===== src/ppio_pkg.sv =====
// shared constants and carrier types for the programmable parallel io port
package ppio_pkg;

    // ------------------------------------------------------------
    // port widths and buffering
    // ------------------------------------------------------------
    localparam int PORT_W = 8;
    localparam int NUM_PORTS = 3;
    localparam int FIFO_DEPTH = 4;

    // ------------------------------------------------------------
    // group modes and host port select codes
    // ------------------------------------------------------------
    localparam logic [1:0] MODE_PLAIN = 2'h0;
    localparam logic [1:0] MODE_STROBED = 2'h1;
    localparam logic [1:0] MODE_BIDIR = 2'h2;
    localparam logic [1:0] SEL_A = 2'h0;
    localparam logic [1:0] SEL_B = 2'h1;
    localparam logic [1:0] SEL_C = 2'h2;

    // ------------------------------------------------------------
    // port c bit positions of the handshake lines
    // ------------------------------------------------------------
    localparam int CBIT_OUT_FULL_A = 7;
    localparam int CBIT_ACK_A = 6;
    localparam int CBIT_IN_FULL_A = 5;
    localparam int CBIT_STROBE_A = 4;
    localparam int CBIT_REQ_A = 3;
    localparam int CBIT_STROBE_ACK_B = 2;
    localparam int CBIT_FULL_B = 1;
    localparam int CBIT_REQ_B = 0;
    localparam int NIB_W = 4;

    localparam logic [7:0] BYTE_ZERO = 8'h00;
    localparam logic [7:0] BYTE_ONES = 8'hFF;

    // ------------------------------------------------------------
    // configuration carrier; a direction bit of 1 means input
    // ------------------------------------------------------------
    typedef struct packed {
        logic [1:0] mode_a;
        logic mode_b;
        logic dir_a;
        logic dir_b;
        logic dir_c_hi;
        logic dir_c_lo;
        logic inte_a_in;
        logic inte_a_out;
        logic inte_b;
    } ppio_cfg_t;

    // one set of pin signals for an 8-bit port
    typedef struct packed {
        logic [7:0] dout;
        logic [7:0] oe;
    } ppio_pin_t;

endpackage


===== src/ppio.sv =====
// programmable 24-line parallel io port with handshaked transfers and input fifo

// ------------------------------------------------------------
// fifo
// ------------------------------------------------------------
module ppio_fifo #(
    parameter int WIDTH = 8,
    parameter int DEPTH = 4
) (
    // clock and reset
    input wire logic clk,
    input wire logic rst,
    // fill side
    input wire logic in_valid,
    output logic in_ready,
    input wire logic [WIDTH-1:0] in_data,
    // drain side
    output logic out_valid,
    input wire logic out_ready,
    output logic [WIDTH-1:0] out_data
);
    localparam int AW = (DEPTH > 1) ? $clog2(DEPTH) : 1;

    logic [WIDTH-1:0] mem [DEPTH];
    logic [AW-1:0] wr_ptr_r;
    logic [AW-1:0] rd_ptr_r;
    logic [AW:0] count_r;
    wire push = in_valid & in_ready;
    wire pop = out_valid & out_ready;
    wire [AW-1:0] wr_ptr_nxt = (wr_ptr_r == AW'(DEPTH - 1)) ? '0 : wr_ptr_r + 1'b1;
    wire [AW-1:0] rd_ptr_nxt = (rd_ptr_r == AW'(DEPTH - 1)) ? '0 : rd_ptr_r + 1'b1;

    assign in_ready = (count_r != (AW + 1)'(DEPTH));
    assign out_valid = (count_r != '0);
    assign out_data = mem[rd_ptr_r];

    always_ff @(posedge clk)
    begin
        if (push)
            mem[wr_ptr_r] <= in_data;
    end

    always_ff @(posedge clk)
    begin
        if (rst)
        begin
            wr_ptr_r <= '0;
            rd_ptr_r <= '0;
            count_r <= '0;
        end
        else
        begin
            if (push)
                wr_ptr_r <= wr_ptr_nxt;
            if (pop)
                rd_ptr_r <= rd_ptr_nxt;
            if (push && !pop)
                count_r <= count_r + 1'b1;
            else if (pop && !push)
                count_r <= count_r - 1'b1;
        end
    end
endmodule

// ------------------------------------------------------------
// top
// ------------------------------------------------------------
module ppio (
    // clock and reset
    input wire logic CLK,
    input wire logic SYS_RST,
    // configuration
    input wire ppio_pkg::ppio_cfg_t CFG,
    // host access, strobes from the parallel-port logic on CLK
    input wire logic HOST_WRITE_STROBE_N,
    input wire logic HOST_READ_STROBE_N,
    input wire logic [1:0] HOST_SEL,
    input wire logic [7:0] HOST_WDATA,
    output logic [7:0] HOST_RDATA,
    // port a pins
    input wire logic [7:0] PORT_A_LINES_IN,
    output logic [7:0] PORT_A_LINES_OUT,
    output logic [7:0] PORT_A_LINES_OE,
    // port b pins
    input wire logic [7:0] PORT_B_LINES_IN,
    output logic [7:0] PORT_B_LINES_OUT,
    output logic [7:0] PORT_B_LINES_OE,
    // port c pins
    input wire logic [7:0] PORT_C_LINES_IN,
    output logic [7:0] PORT_C_LINES_OUT,
    output logic [7:0] PORT_C_LINES_OE
);
    // ------------------------------------------------------------
    // pin synchronisers
    // ------------------------------------------------------------
    logic [23:0] pin_s1_r;
    logic [23:0] pin_s2_r;
    logic [1:0] hs_prev_r;
    always_ff @(posedge CLK)
    begin
        if (SYS_RST)
        begin
            pin_s1_r <= '1;
            pin_s2_r <= '1;
        end
        else
        begin
            pin_s1_r <= {PORT_C_LINES_IN, PORT_B_LINES_IN, PORT_A_LINES_IN};
            pin_s2_r <= pin_s1_r;
        end
    end
    wire [7:0] a_in = pin_s2_r[7:0];
    wire [7:0] b_in = pin_s2_r[15:8];
    wire [7:0] c_in = pin_s2_r[23:16];

    // ------------------------------------------------------------
    // mode decode
    // ------------------------------------------------------------
    wire a_m1 = (CFG.mode_a == ppio_pkg::MODE_STROBED);
    wire a_m2 = (CFG.mode_a == ppio_pkg::MODE_BIDIR);
    wire a_hs_in = (a_m1 & CFG.dir_a) | a_m2;
    wire a_hs_out = (a_m1 & ~CFG.dir_a) | a_m2;
    wire b_hs_in = CFG.mode_b & CFG.dir_b;
    wire b_hs_out = CFG.mode_b & ~CFG.dir_b;

    // handshake inputs, all active low
    wire strobe_a_n = c_in[ppio_pkg::CBIT_STROBE_A];
    wire ack_a_n = c_in[ppio_pkg::CBIT_ACK_A];
    wire strobe_ack_b_n = c_in[ppio_pkg::CBIT_STROBE_ACK_B];
    wire a_side_n = a_hs_in ? strobe_a_n : ack_a_n;
    wire strobe_a_fall = a_hs_in & hs_prev_r[0] & ~strobe_a_n;
    wire ack_a_fall = a_hs_out & ~a_hs_in & hs_prev_r[0] & ~ack_a_n;
    wire b_fall = CFG.mode_b & hs_prev_r[1] & ~strobe_ack_b_n;
    // mode 2 tracks ack on its own edge history via the bit 6 copy
    logic ack2_prev_r;
    wire ack_a2_fall = a_m2 & ack2_prev_r & ~ack_a_n;

    // ------------------------------------------------------------
    // host strobes
    // ------------------------------------------------------------
    logic wr_prev_n_r;
    logic rd_prev_n_r;
    wire wr_go = wr_prev_n_r & ~HOST_WRITE_STROBE_N;
    wire rd_go = rd_prev_n_r & ~HOST_READ_STROBE_N;
    wire wr_a = wr_go & (HOST_SEL == ppio_pkg::SEL_A);
    wire wr_b = wr_go & (HOST_SEL == ppio_pkg::SEL_B);
    wire wr_c = wr_go & (HOST_SEL == ppio_pkg::SEL_C);
    wire rd_a = rd_go & (HOST_SEL == ppio_pkg::SEL_A);
    wire rd_b = rd_go & (HOST_SEL == ppio_pkg::SEL_B);

    // ------------------------------------------------------------
    // port a input fifo; full refuses further strobes until read
    // ------------------------------------------------------------
    wire fifo_in_ready;
    wire fifo_out_valid;
    wire [7:0] fifo_out_data;
    ppio_fifo #(
        .WIDTH(ppio_pkg::PORT_W),
        .DEPTH(ppio_pkg::FIFO_DEPTH)
    ) u_fifo (
        .clk(CLK),
        .rst(SYS_RST),
        .in_valid(strobe_a_fall),
        .in_ready(fifo_in_ready),
        .in_data(a_in),
        .out_valid(fifo_out_valid),
        .out_ready(rd_a & a_hs_in),
        .out_data(fifo_out_data)
    );
    wire ibuf_a = a_hs_in & fifo_out_valid;

    // ------------------------------------------------------------
    // latches and handshake flags
    // ------------------------------------------------------------
    logic [7:0] out_a_r;
    logic [7:0] out_b_r;
    logic [7:0] out_c_r;
    logic [7:0] in_b_r;
    logic ibuf_b_r;
    logic obuf_a_n_r;
    logic obuf_b_n_r;
    logic req_a_r;
    logic req_b_r;
    logic [7:0] rdata_r;

    // a write wins over a same-cycle ack, so new data is never lost
    wire obuf_a_n_nxt = (wr_a & a_hs_out) ? 1'b0 : (ack_a_fall | ack_a2_fall) ? 1'b1 : obuf_a_n_r;
    wire obuf_b_n_nxt = (wr_b & b_hs_out) ? 1'b0 : (b_fall & b_hs_out) ? 1'b1 : obuf_b_n_r;
    // a strobe wins over a same-cycle read
    wire ibuf_b_nxt = (b_fall & b_hs_in) ? 1'b1 : ((rd_b & b_hs_in) ? 1'b0 : ibuf_b_r);
    wire req_a_in = CFG.inte_a_in & ibuf_a & strobe_a_n;
    wire req_a_out = CFG.inte_a_out & a_hs_out & obuf_a_n_r & ack_a_n;
    wire req_b_nxt = CFG.inte_b & (b_hs_in ? (ibuf_b_r & strobe_ack_b_n)
                                           : (b_hs_out & obuf_b_n_r & strobe_ack_b_n));

    wire [7:0] rd_a_val = a_hs_in ? fifo_out_data : (CFG.dir_a ? a_in : out_a_r);
    wire [7:0] rd_b_val = b_hs_in ? in_b_r : (CFG.dir_b ? b_in : out_b_r);
    wire [7:0] rd_val = (HOST_SEL == ppio_pkg::SEL_A) ? rd_a_val :
                        (HOST_SEL == ppio_pkg::SEL_B) ? rd_b_val :
                        (HOST_SEL == ppio_pkg::SEL_C) ? c_in : ppio_pkg::BYTE_ZERO;

    always_ff @(posedge CLK)
    begin
        if (SYS_RST)
        begin
            hs_prev_r <= '1;
            ack2_prev_r <= 1'b1;
            wr_prev_n_r <= 1'b1;
            rd_prev_n_r <= 1'b1;
            out_a_r <= ppio_pkg::BYTE_ZERO;
            out_b_r <= ppio_pkg::BYTE_ZERO;
            out_c_r <= ppio_pkg::BYTE_ZERO;
            in_b_r <= ppio_pkg::BYTE_ZERO;
            ibuf_b_r <= 1'b0;
            obuf_a_n_r <= 1'b1;
            obuf_b_n_r <= 1'b1;
            req_a_r <= 1'b0;
            req_b_r <= 1'b0;
            rdata_r <= ppio_pkg::BYTE_ZERO;
        end
        else
        begin
            hs_prev_r <= {strobe_ack_b_n, a_side_n};
            ack2_prev_r <= ack_a_n;
            wr_prev_n_r <= HOST_WRITE_STROBE_N;
            rd_prev_n_r <= HOST_READ_STROBE_N;
            if (wr_a)
                out_a_r <= HOST_WDATA;
            if (wr_b)
                out_b_r <= HOST_WDATA;
            if (wr_c)
                out_c_r <= HOST_WDATA;
            if (b_fall & b_hs_in)
                in_b_r <= b_in;
            ibuf_b_r <= ibuf_b_nxt;
            obuf_a_n_r <= obuf_a_n_nxt;
            obuf_b_n_r <= obuf_b_n_nxt;
            req_a_r <= req_a_in | req_a_out;
            req_b_r <= req_b_nxt;
            if (rd_go)
                rdata_r <= rd_val;
        end
    end

    // ------------------------------------------------------------
    // pin drive
    // ------------------------------------------------------------
    // mode 2 drives port a only while the partner holds ack low
    wire a_drive = a_m2 ? ~ack_a_n : ~CFG.dir_a;
    assign PORT_A_LINES_OUT = out_a_r;
    assign PORT_A_LINES_OE = a_drive ? ppio_pkg::BYTE_ONES : ppio_pkg::BYTE_ZERO;
    assign PORT_B_LINES_OUT = out_b_r;
    assign PORT_B_LINES_OE = CFG.dir_b ? ppio_pkg::BYTE_ZERO : ppio_pkg::BYTE_ONES;
    assign HOST_RDATA = rdata_r;

    // plain nibble drive first, handshake lines override per mode
    wire [7:0] c_plain_oe = {{ppio_pkg::NIB_W{~CFG.dir_c_hi}}, {ppio_pkg::NIB_W{~CFG.dir_c_lo}}};
    logic [7:0] c_out;
    logic [7:0] c_oe;
    always_comb
    begin
        c_out = out_c_r;
        c_oe = c_plain_oe;
        if (a_hs_in)
        begin
            c_out[ppio_pkg::CBIT_IN_FULL_A] = ibuf_a;
            c_oe[ppio_pkg::CBIT_IN_FULL_A] = 1'b1;
            c_oe[ppio_pkg::CBIT_STROBE_A] = 1'b0;
        end
        if (a_hs_out)
        begin
            c_out[ppio_pkg::CBIT_OUT_FULL_A] = obuf_a_n_r;
            c_oe[ppio_pkg::CBIT_OUT_FULL_A] = 1'b1;
            c_oe[ppio_pkg::CBIT_ACK_A] = 1'b0;
        end
        if (a_m1 | a_m2)
        begin
            c_out[ppio_pkg::CBIT_REQ_A] = req_a_r;
            c_oe[ppio_pkg::CBIT_REQ_A] = 1'b1;
        end
        if (CFG.mode_b & ~a_m2)
        begin
            c_out[ppio_pkg::CBIT_FULL_B] = b_hs_in ? ibuf_b_r : obuf_b_n_r;
            c_oe[ppio_pkg::CBIT_FULL_B] = 1'b1;
            c_oe[ppio_pkg::CBIT_STROBE_ACK_B] = 1'b0;
            c_out[ppio_pkg::CBIT_REQ_B] = req_b_r;
            c_oe[ppio_pkg::CBIT_REQ_B] = 1'b1;
        end
    end
    assign PORT_C_LINES_OUT = c_out;
    assign PORT_C_LINES_OE = c_oe;
endmodule


===== config.mk =====
export PLATFORM = sky130hd
export DESIGN_NAME = ppio
export DESIGN_NICKNAME = d
export VERILOG_FILES = /design/src/ppio_pkg.sv /design/src/ppio.sv
export SDC_FILE = /design/constraint.sdc
export NUM_CORES = 1
export LEC_CHECK = 0
export ABC_CLOCK_PERIOD_IN_PS = 3050
export BUFFER_PORTS_ARGS = -buffer_cell sky130_fd_sc_hd__buf_2
export CORE_UTILIZATION = 55
export DETAILED_ROUTE_END_ITERATION = 10
export GPL_ROUTABILITY_DRIVEN = 0
export PLACE_DENSITY = 0.79
export SLEW_MARGIN = 5
export SYNTH_ARGS = -nofsm -noshare
export SYNTH_HDL_FRONTEND = slang
export SYNTH_HIERARCHICAL = 1
export SYNTH_SLANG_ARGS = --single-unit

===== constraint.sdc =====
create_clock -name CLK -period 3.05 [get_ports CLK]
set_input_delay 0 -clock CLK [delete_from_list [all_inputs] [get_ports CLK]]
set_output_delay 0 -clock CLK [all_outputs]
set_load 0.05 [all_outputs]

==> flow_summary_export.csv <==
group,metric,value,unit
status,outcome,"finished clean",
global_route,grt_pass1_vias,3712,
synthesis,syn-mean-instance-area,11.0,sq um
sta,fin_crit,2.60,ns
routing,dr.pass1.iters,5,
worst_setup_path,critPathLaunchType,"register",
sta,slew_violations,0,
floorplanning,die_w,102,microns
routing,drt-initial-drc-count,327,
flow_run,drv_cap,0,
sta,grt_setup_unrepaired,"false",
routing,drc,0,
global_route,grt_overflow,0,
worst_setup_path,path_cells,"nor3b_1 > and2_4 > ha_1 > inv_1 > fa_1 > xor2_1 > or3_2 > a21oi_1",
clock_network,cts_buffers,17,
clock_network,clk_latency,0.53,ns
layout,drive_gt1_share,35.0,%
power,pwr_density_cell,649,nW/um^2
synthesis,synth_area,5470,sq um
place,io_buffers,103,
global_route,grt_start_max_net_pins,58,
clock_network,tritoncts,"yes",
sta,period_share,85.2,%
sta,slew_headroom,37.3,%
global_route,use_met3,6.76,%
global_route,antenna_found_initial,0,
sta,hold_violations,0,
floorplanning,die_h,102,microns
routing,via_per_inst,5.27,
global_route,grt_use_met2,40.6,%
routing,via_count,4032,
synthesis,synth_cell_type_count,48,
synthesis,synth_fp_nets,555,
synthesis,synth_edf_count,32,
place,place_hpwl,8.21,mm
place,dp_cells,690,
worst_setup_path,cp_max_fo,6,
sta,tns,0,ns
routing,drt-total-wl,12.4,mm
clock_network,root_buffer,"clkbuf_8",
synthesis,async_flop_share,0,%
routing,drt-wirelength-per-cell,16.2,microns
clock_network,clk_pin_slew,0.06,ns
sta,worst_clock_skew,0.00938,ns
synthesis,syn_inst,498,
layout,syn_to_final_growth,26.7,%
layout,num_antenna_cells,0,
global_route,met1_usage,32.5,%
layout,utilization,71.6,%
floorplanning,core,9680,sq um
global_route,grt_pass1_wl,19.0,mm
layout,multi_input_area,2050,sq um
floorplanning,dieArea,10300,sq um
routing,final_antenna_net_count,0,
layout,n_fill_cell,669,
clock_network,cts_sinks,139,
sta,setup_viol,0,
sta,tightest_slew,0.941,ns
floorplanning,start_util,56.5,%
worst_setup_path,cp_slowest_cell,"nor3b_1",
layout,design_area,6930,sq um
synthesis,synth_top_flop_cell,"dfxtp_1",
layout,seq_area,3100,sq um
worst_setup_path,end_kind,"register",
worst_setup_path,crit_required,3.49,ns
layout,finalNonFillerCells,765,
clock_network,cts.htree.levels,4,
min_path,worstHoldPathType,"in2reg",
global_route,busiest_layer,"met2",
synthesis,yosysWarningCount,6,
floorplanning,fp-row-count,36,
global_route,grt_usage,25.3,%
floorplanning,pin_count,104,
worst_setup_path,worstPathArrival,3.04,ns
place,dpl_cell_area,5900,sq um
sta,fmax,385,MHz
power,leakage,0.00279,uW
power,peakVddDrop,0.447,mV
clock_network,cts_max_path_buffers,2,
layout,nNetsFinal,676,
worst_setup_path,path_class,"reg2reg",
synthesis,synth.yosys.seq_area_share,56.7,%
worst_setup_path,slowest_delay,0.51,ns
synthesis,ys_ff_latch,139,
[cells in the final DEF, fill, tap and decap left out, types with 3 or more instances in the layout]
| cell | synthesis | routed |
|---|---|---|
| and3_2 | 4 | 4 |
| mux4_2 | 8 | 8 |
| buf_2 | 5 | 103 |
| nor2_1 | 24 | 24 |
| nand2b_1 | 7 | 7 |
| nor2b_1 | 8 | 8 |
| buf_4 | 22 | 4 |
| dfxtp_1 | 107 | 107 |
| or2_2 | 52 | 52 |
| o221ai_1 | 8 | 8 |
| a311oi_1 | 8 | 8 |
| mux2_2 | 4 | 4 |
| nand3_1 | 3 | 3 |
| edfxtp_1 | 32 | 32 |
| o22a_2 | 7 | 7 |
| nand2_1 | 65 | 65 |
| inv_6 | 0 | 5 |
| clkbuf_16 | 0 | 17 |
| ha_1 | 8 | 8 |
| inv_1 | 7 | 7 |
| o211ai_1 | 8 | 8 |
| a21oi_1 | 38 | 38 |
| and2_1 | 3 | 3 |
| dlygate4sd3_1 | 0 | 43 |
| mux2i_1 | 21 | 21 |
[final timing paths]
kind                                    from                 to  slack [ns]  cells past startpoint
worst max-delay path            pin_s2_r[20]  u_fifo/count_r[2]        0.45                      8
worst min-delay path                 SYS_RST         out_c_r[1]        0.11                      2
worst max register to register  pin_s2_r[20]  u_fifo/count_r[2]        0.45                      8
worst min register to register  pin_s1_r[14]       pin_s2_r[14]        0.40                      1
[stage by stage]
stage          setup slack [ns]  hold slack, ns  power, uW
2_1_floorplan             0.613           0.104       2340
3_3_place_gp              0.437           0.182       2420
3_5_place_dp              0.232           0.184       2430
4_1_cts                   0.497          0.0891       4510
5_1_grt                   0.321           0.155       4640
6_report                  0.450           0.111       4490
[Yosys cell counts (2+ instances only)]
| master | n | area [sq um] |
|---|---|---|
| a21oi_1 | 38 | 190 |
| a311oi_1 | 8 | 70.1 |
| and2_1 | 3 | 18.8 |
| and3_2 | 4 | 30.0 |
| buf_1 | 3 | 11.3 |
| buf_2 | 5 | 25.0 |
| buf_4 | 22 | 165 |
| buf_6 | 2 | 22.5 |
| clkbuf_1 | 15 | 56.3 |
| dfxtp_1 | 107 | 2140 |
| edfxtp_1 | 32 | 961 |
| ha_1 | 8 | 100 |
| inv_1 | 7 | 26.3 |
| mux2_2 | 4 | 45.0 |
| mux2i_1 | 21 | 210 |
| mux4_2 | 8 | 180 |
| nand2_1 | 65 | 244 |
| nand2b_1 | 7 | 43.8 |
| nand3_1 | 3 | 15.0 |
| nand4b_1 | 2 | 17.5 |
| nor2_1 | 24 | 90.1 |
| nor2b_1 | 8 | 50.1 |
| nor3b_1 | 2 | 15.0 |
| o211ai_1 | 8 | 60.1 |
| o21ai_0 | 2 | 10.0 |
| o221ai_1 | 8 | 70.1 |
| o22a_2 | 7 | 70.1 |
| o22ai_1 | 2 | 12.5 |
| or2_2 | 52 | 325 |
| or3_2 | 2 | 15.0 |
| xor2_1 | 2 | 17.5 |
[worst max-delay path, delay by kind of cell (launching register included)]
family | cells | cell delay [ns]
AO/OA/AOI/OAI | 1 | 0.14
AND/OR/NAND/NOR | 3 | 1.21
buffers and inverters | 1 | 0.07
flip-flops | 1 | 0.34
XOR/XNOR | 1 | 0.18
adder cells (fa/ha/maj) | 2 | 0.57
[cell type report]
cell class | count | share of cell area (%)
Sequential cell | 139 | 44.8
Clock buffer | 19 | 6.54
Inverter | 7 | 0.379
Tap cell | 133 | 2.40
Clock inverter | 13 | 2.17
Multi-Input combinational cell | 304 | 29.6
Timing Repair Buffer | 150 | 14.1
[routing by layer]
| metal | part of all wire [%] | vias up |
|---|---|---|
| met1 | 43 | 1875 |
| met4 | 2.2 | 0 |
| met5 | 0 | - |
| met2 | 48 | 180 |
| li1 | - | 1952 |
| met3 | 7.0 | 25 |
[registers in the layout, summed over array words and instances, names as in the netlist, named ones only]
| signal | flops |
|---|---|
| HOST_RDATA | 8 |
| PORT_A_LINES_OUT | 8 |
| PORT_B_LINES_OUT | 8 |
| ack2_prev_r | 1 |
| hs_prev_r | 2 |
| ibuf_b_r | 1 |
| in_b_r | 8 |
| obuf_a_n_r | 1 |
| obuf_b_n_r | 1 |
| out_c_r | 8 |
| pin_s1_r | 24 |
| pin_s2_r | 24 |
| rd_prev_n_r | 1 |
| req_a_r | 1 |
| req_b_r | 1 |
| u_fifo/count_r | 3 |
| u_fifo/mem | 32 |
| u_fifo/rd_ptr_r | 2 |
| u_fifo/wr_ptr_r | 2 |
| wr_prev_n_r | 1 |
[what timing repair did]
item	4_1_cts	5_1_grt
gates resized for setup	0	0
buffers inserted	0	0
hold buffers	43	0
hold endpoints to repair	62	0
[power by group]
part	internal [uW]	switching, uW
clock	1250	799
sequential	1940	36.0
combinational	169	297
[cells by family after synthesis]
group | count (synthesis) | share of synthesized area [%]
xor+xnor | 2 | 0.320
simple gates | 182 | 17.3
fa+ha+maj | 9 | 2.20
compound gates | 78 | 9.81
mux | 33 | 7.96
flops | 139 | 56.7
buf+inv | 55 | 5.70
(Power assumes the default switching activity.)
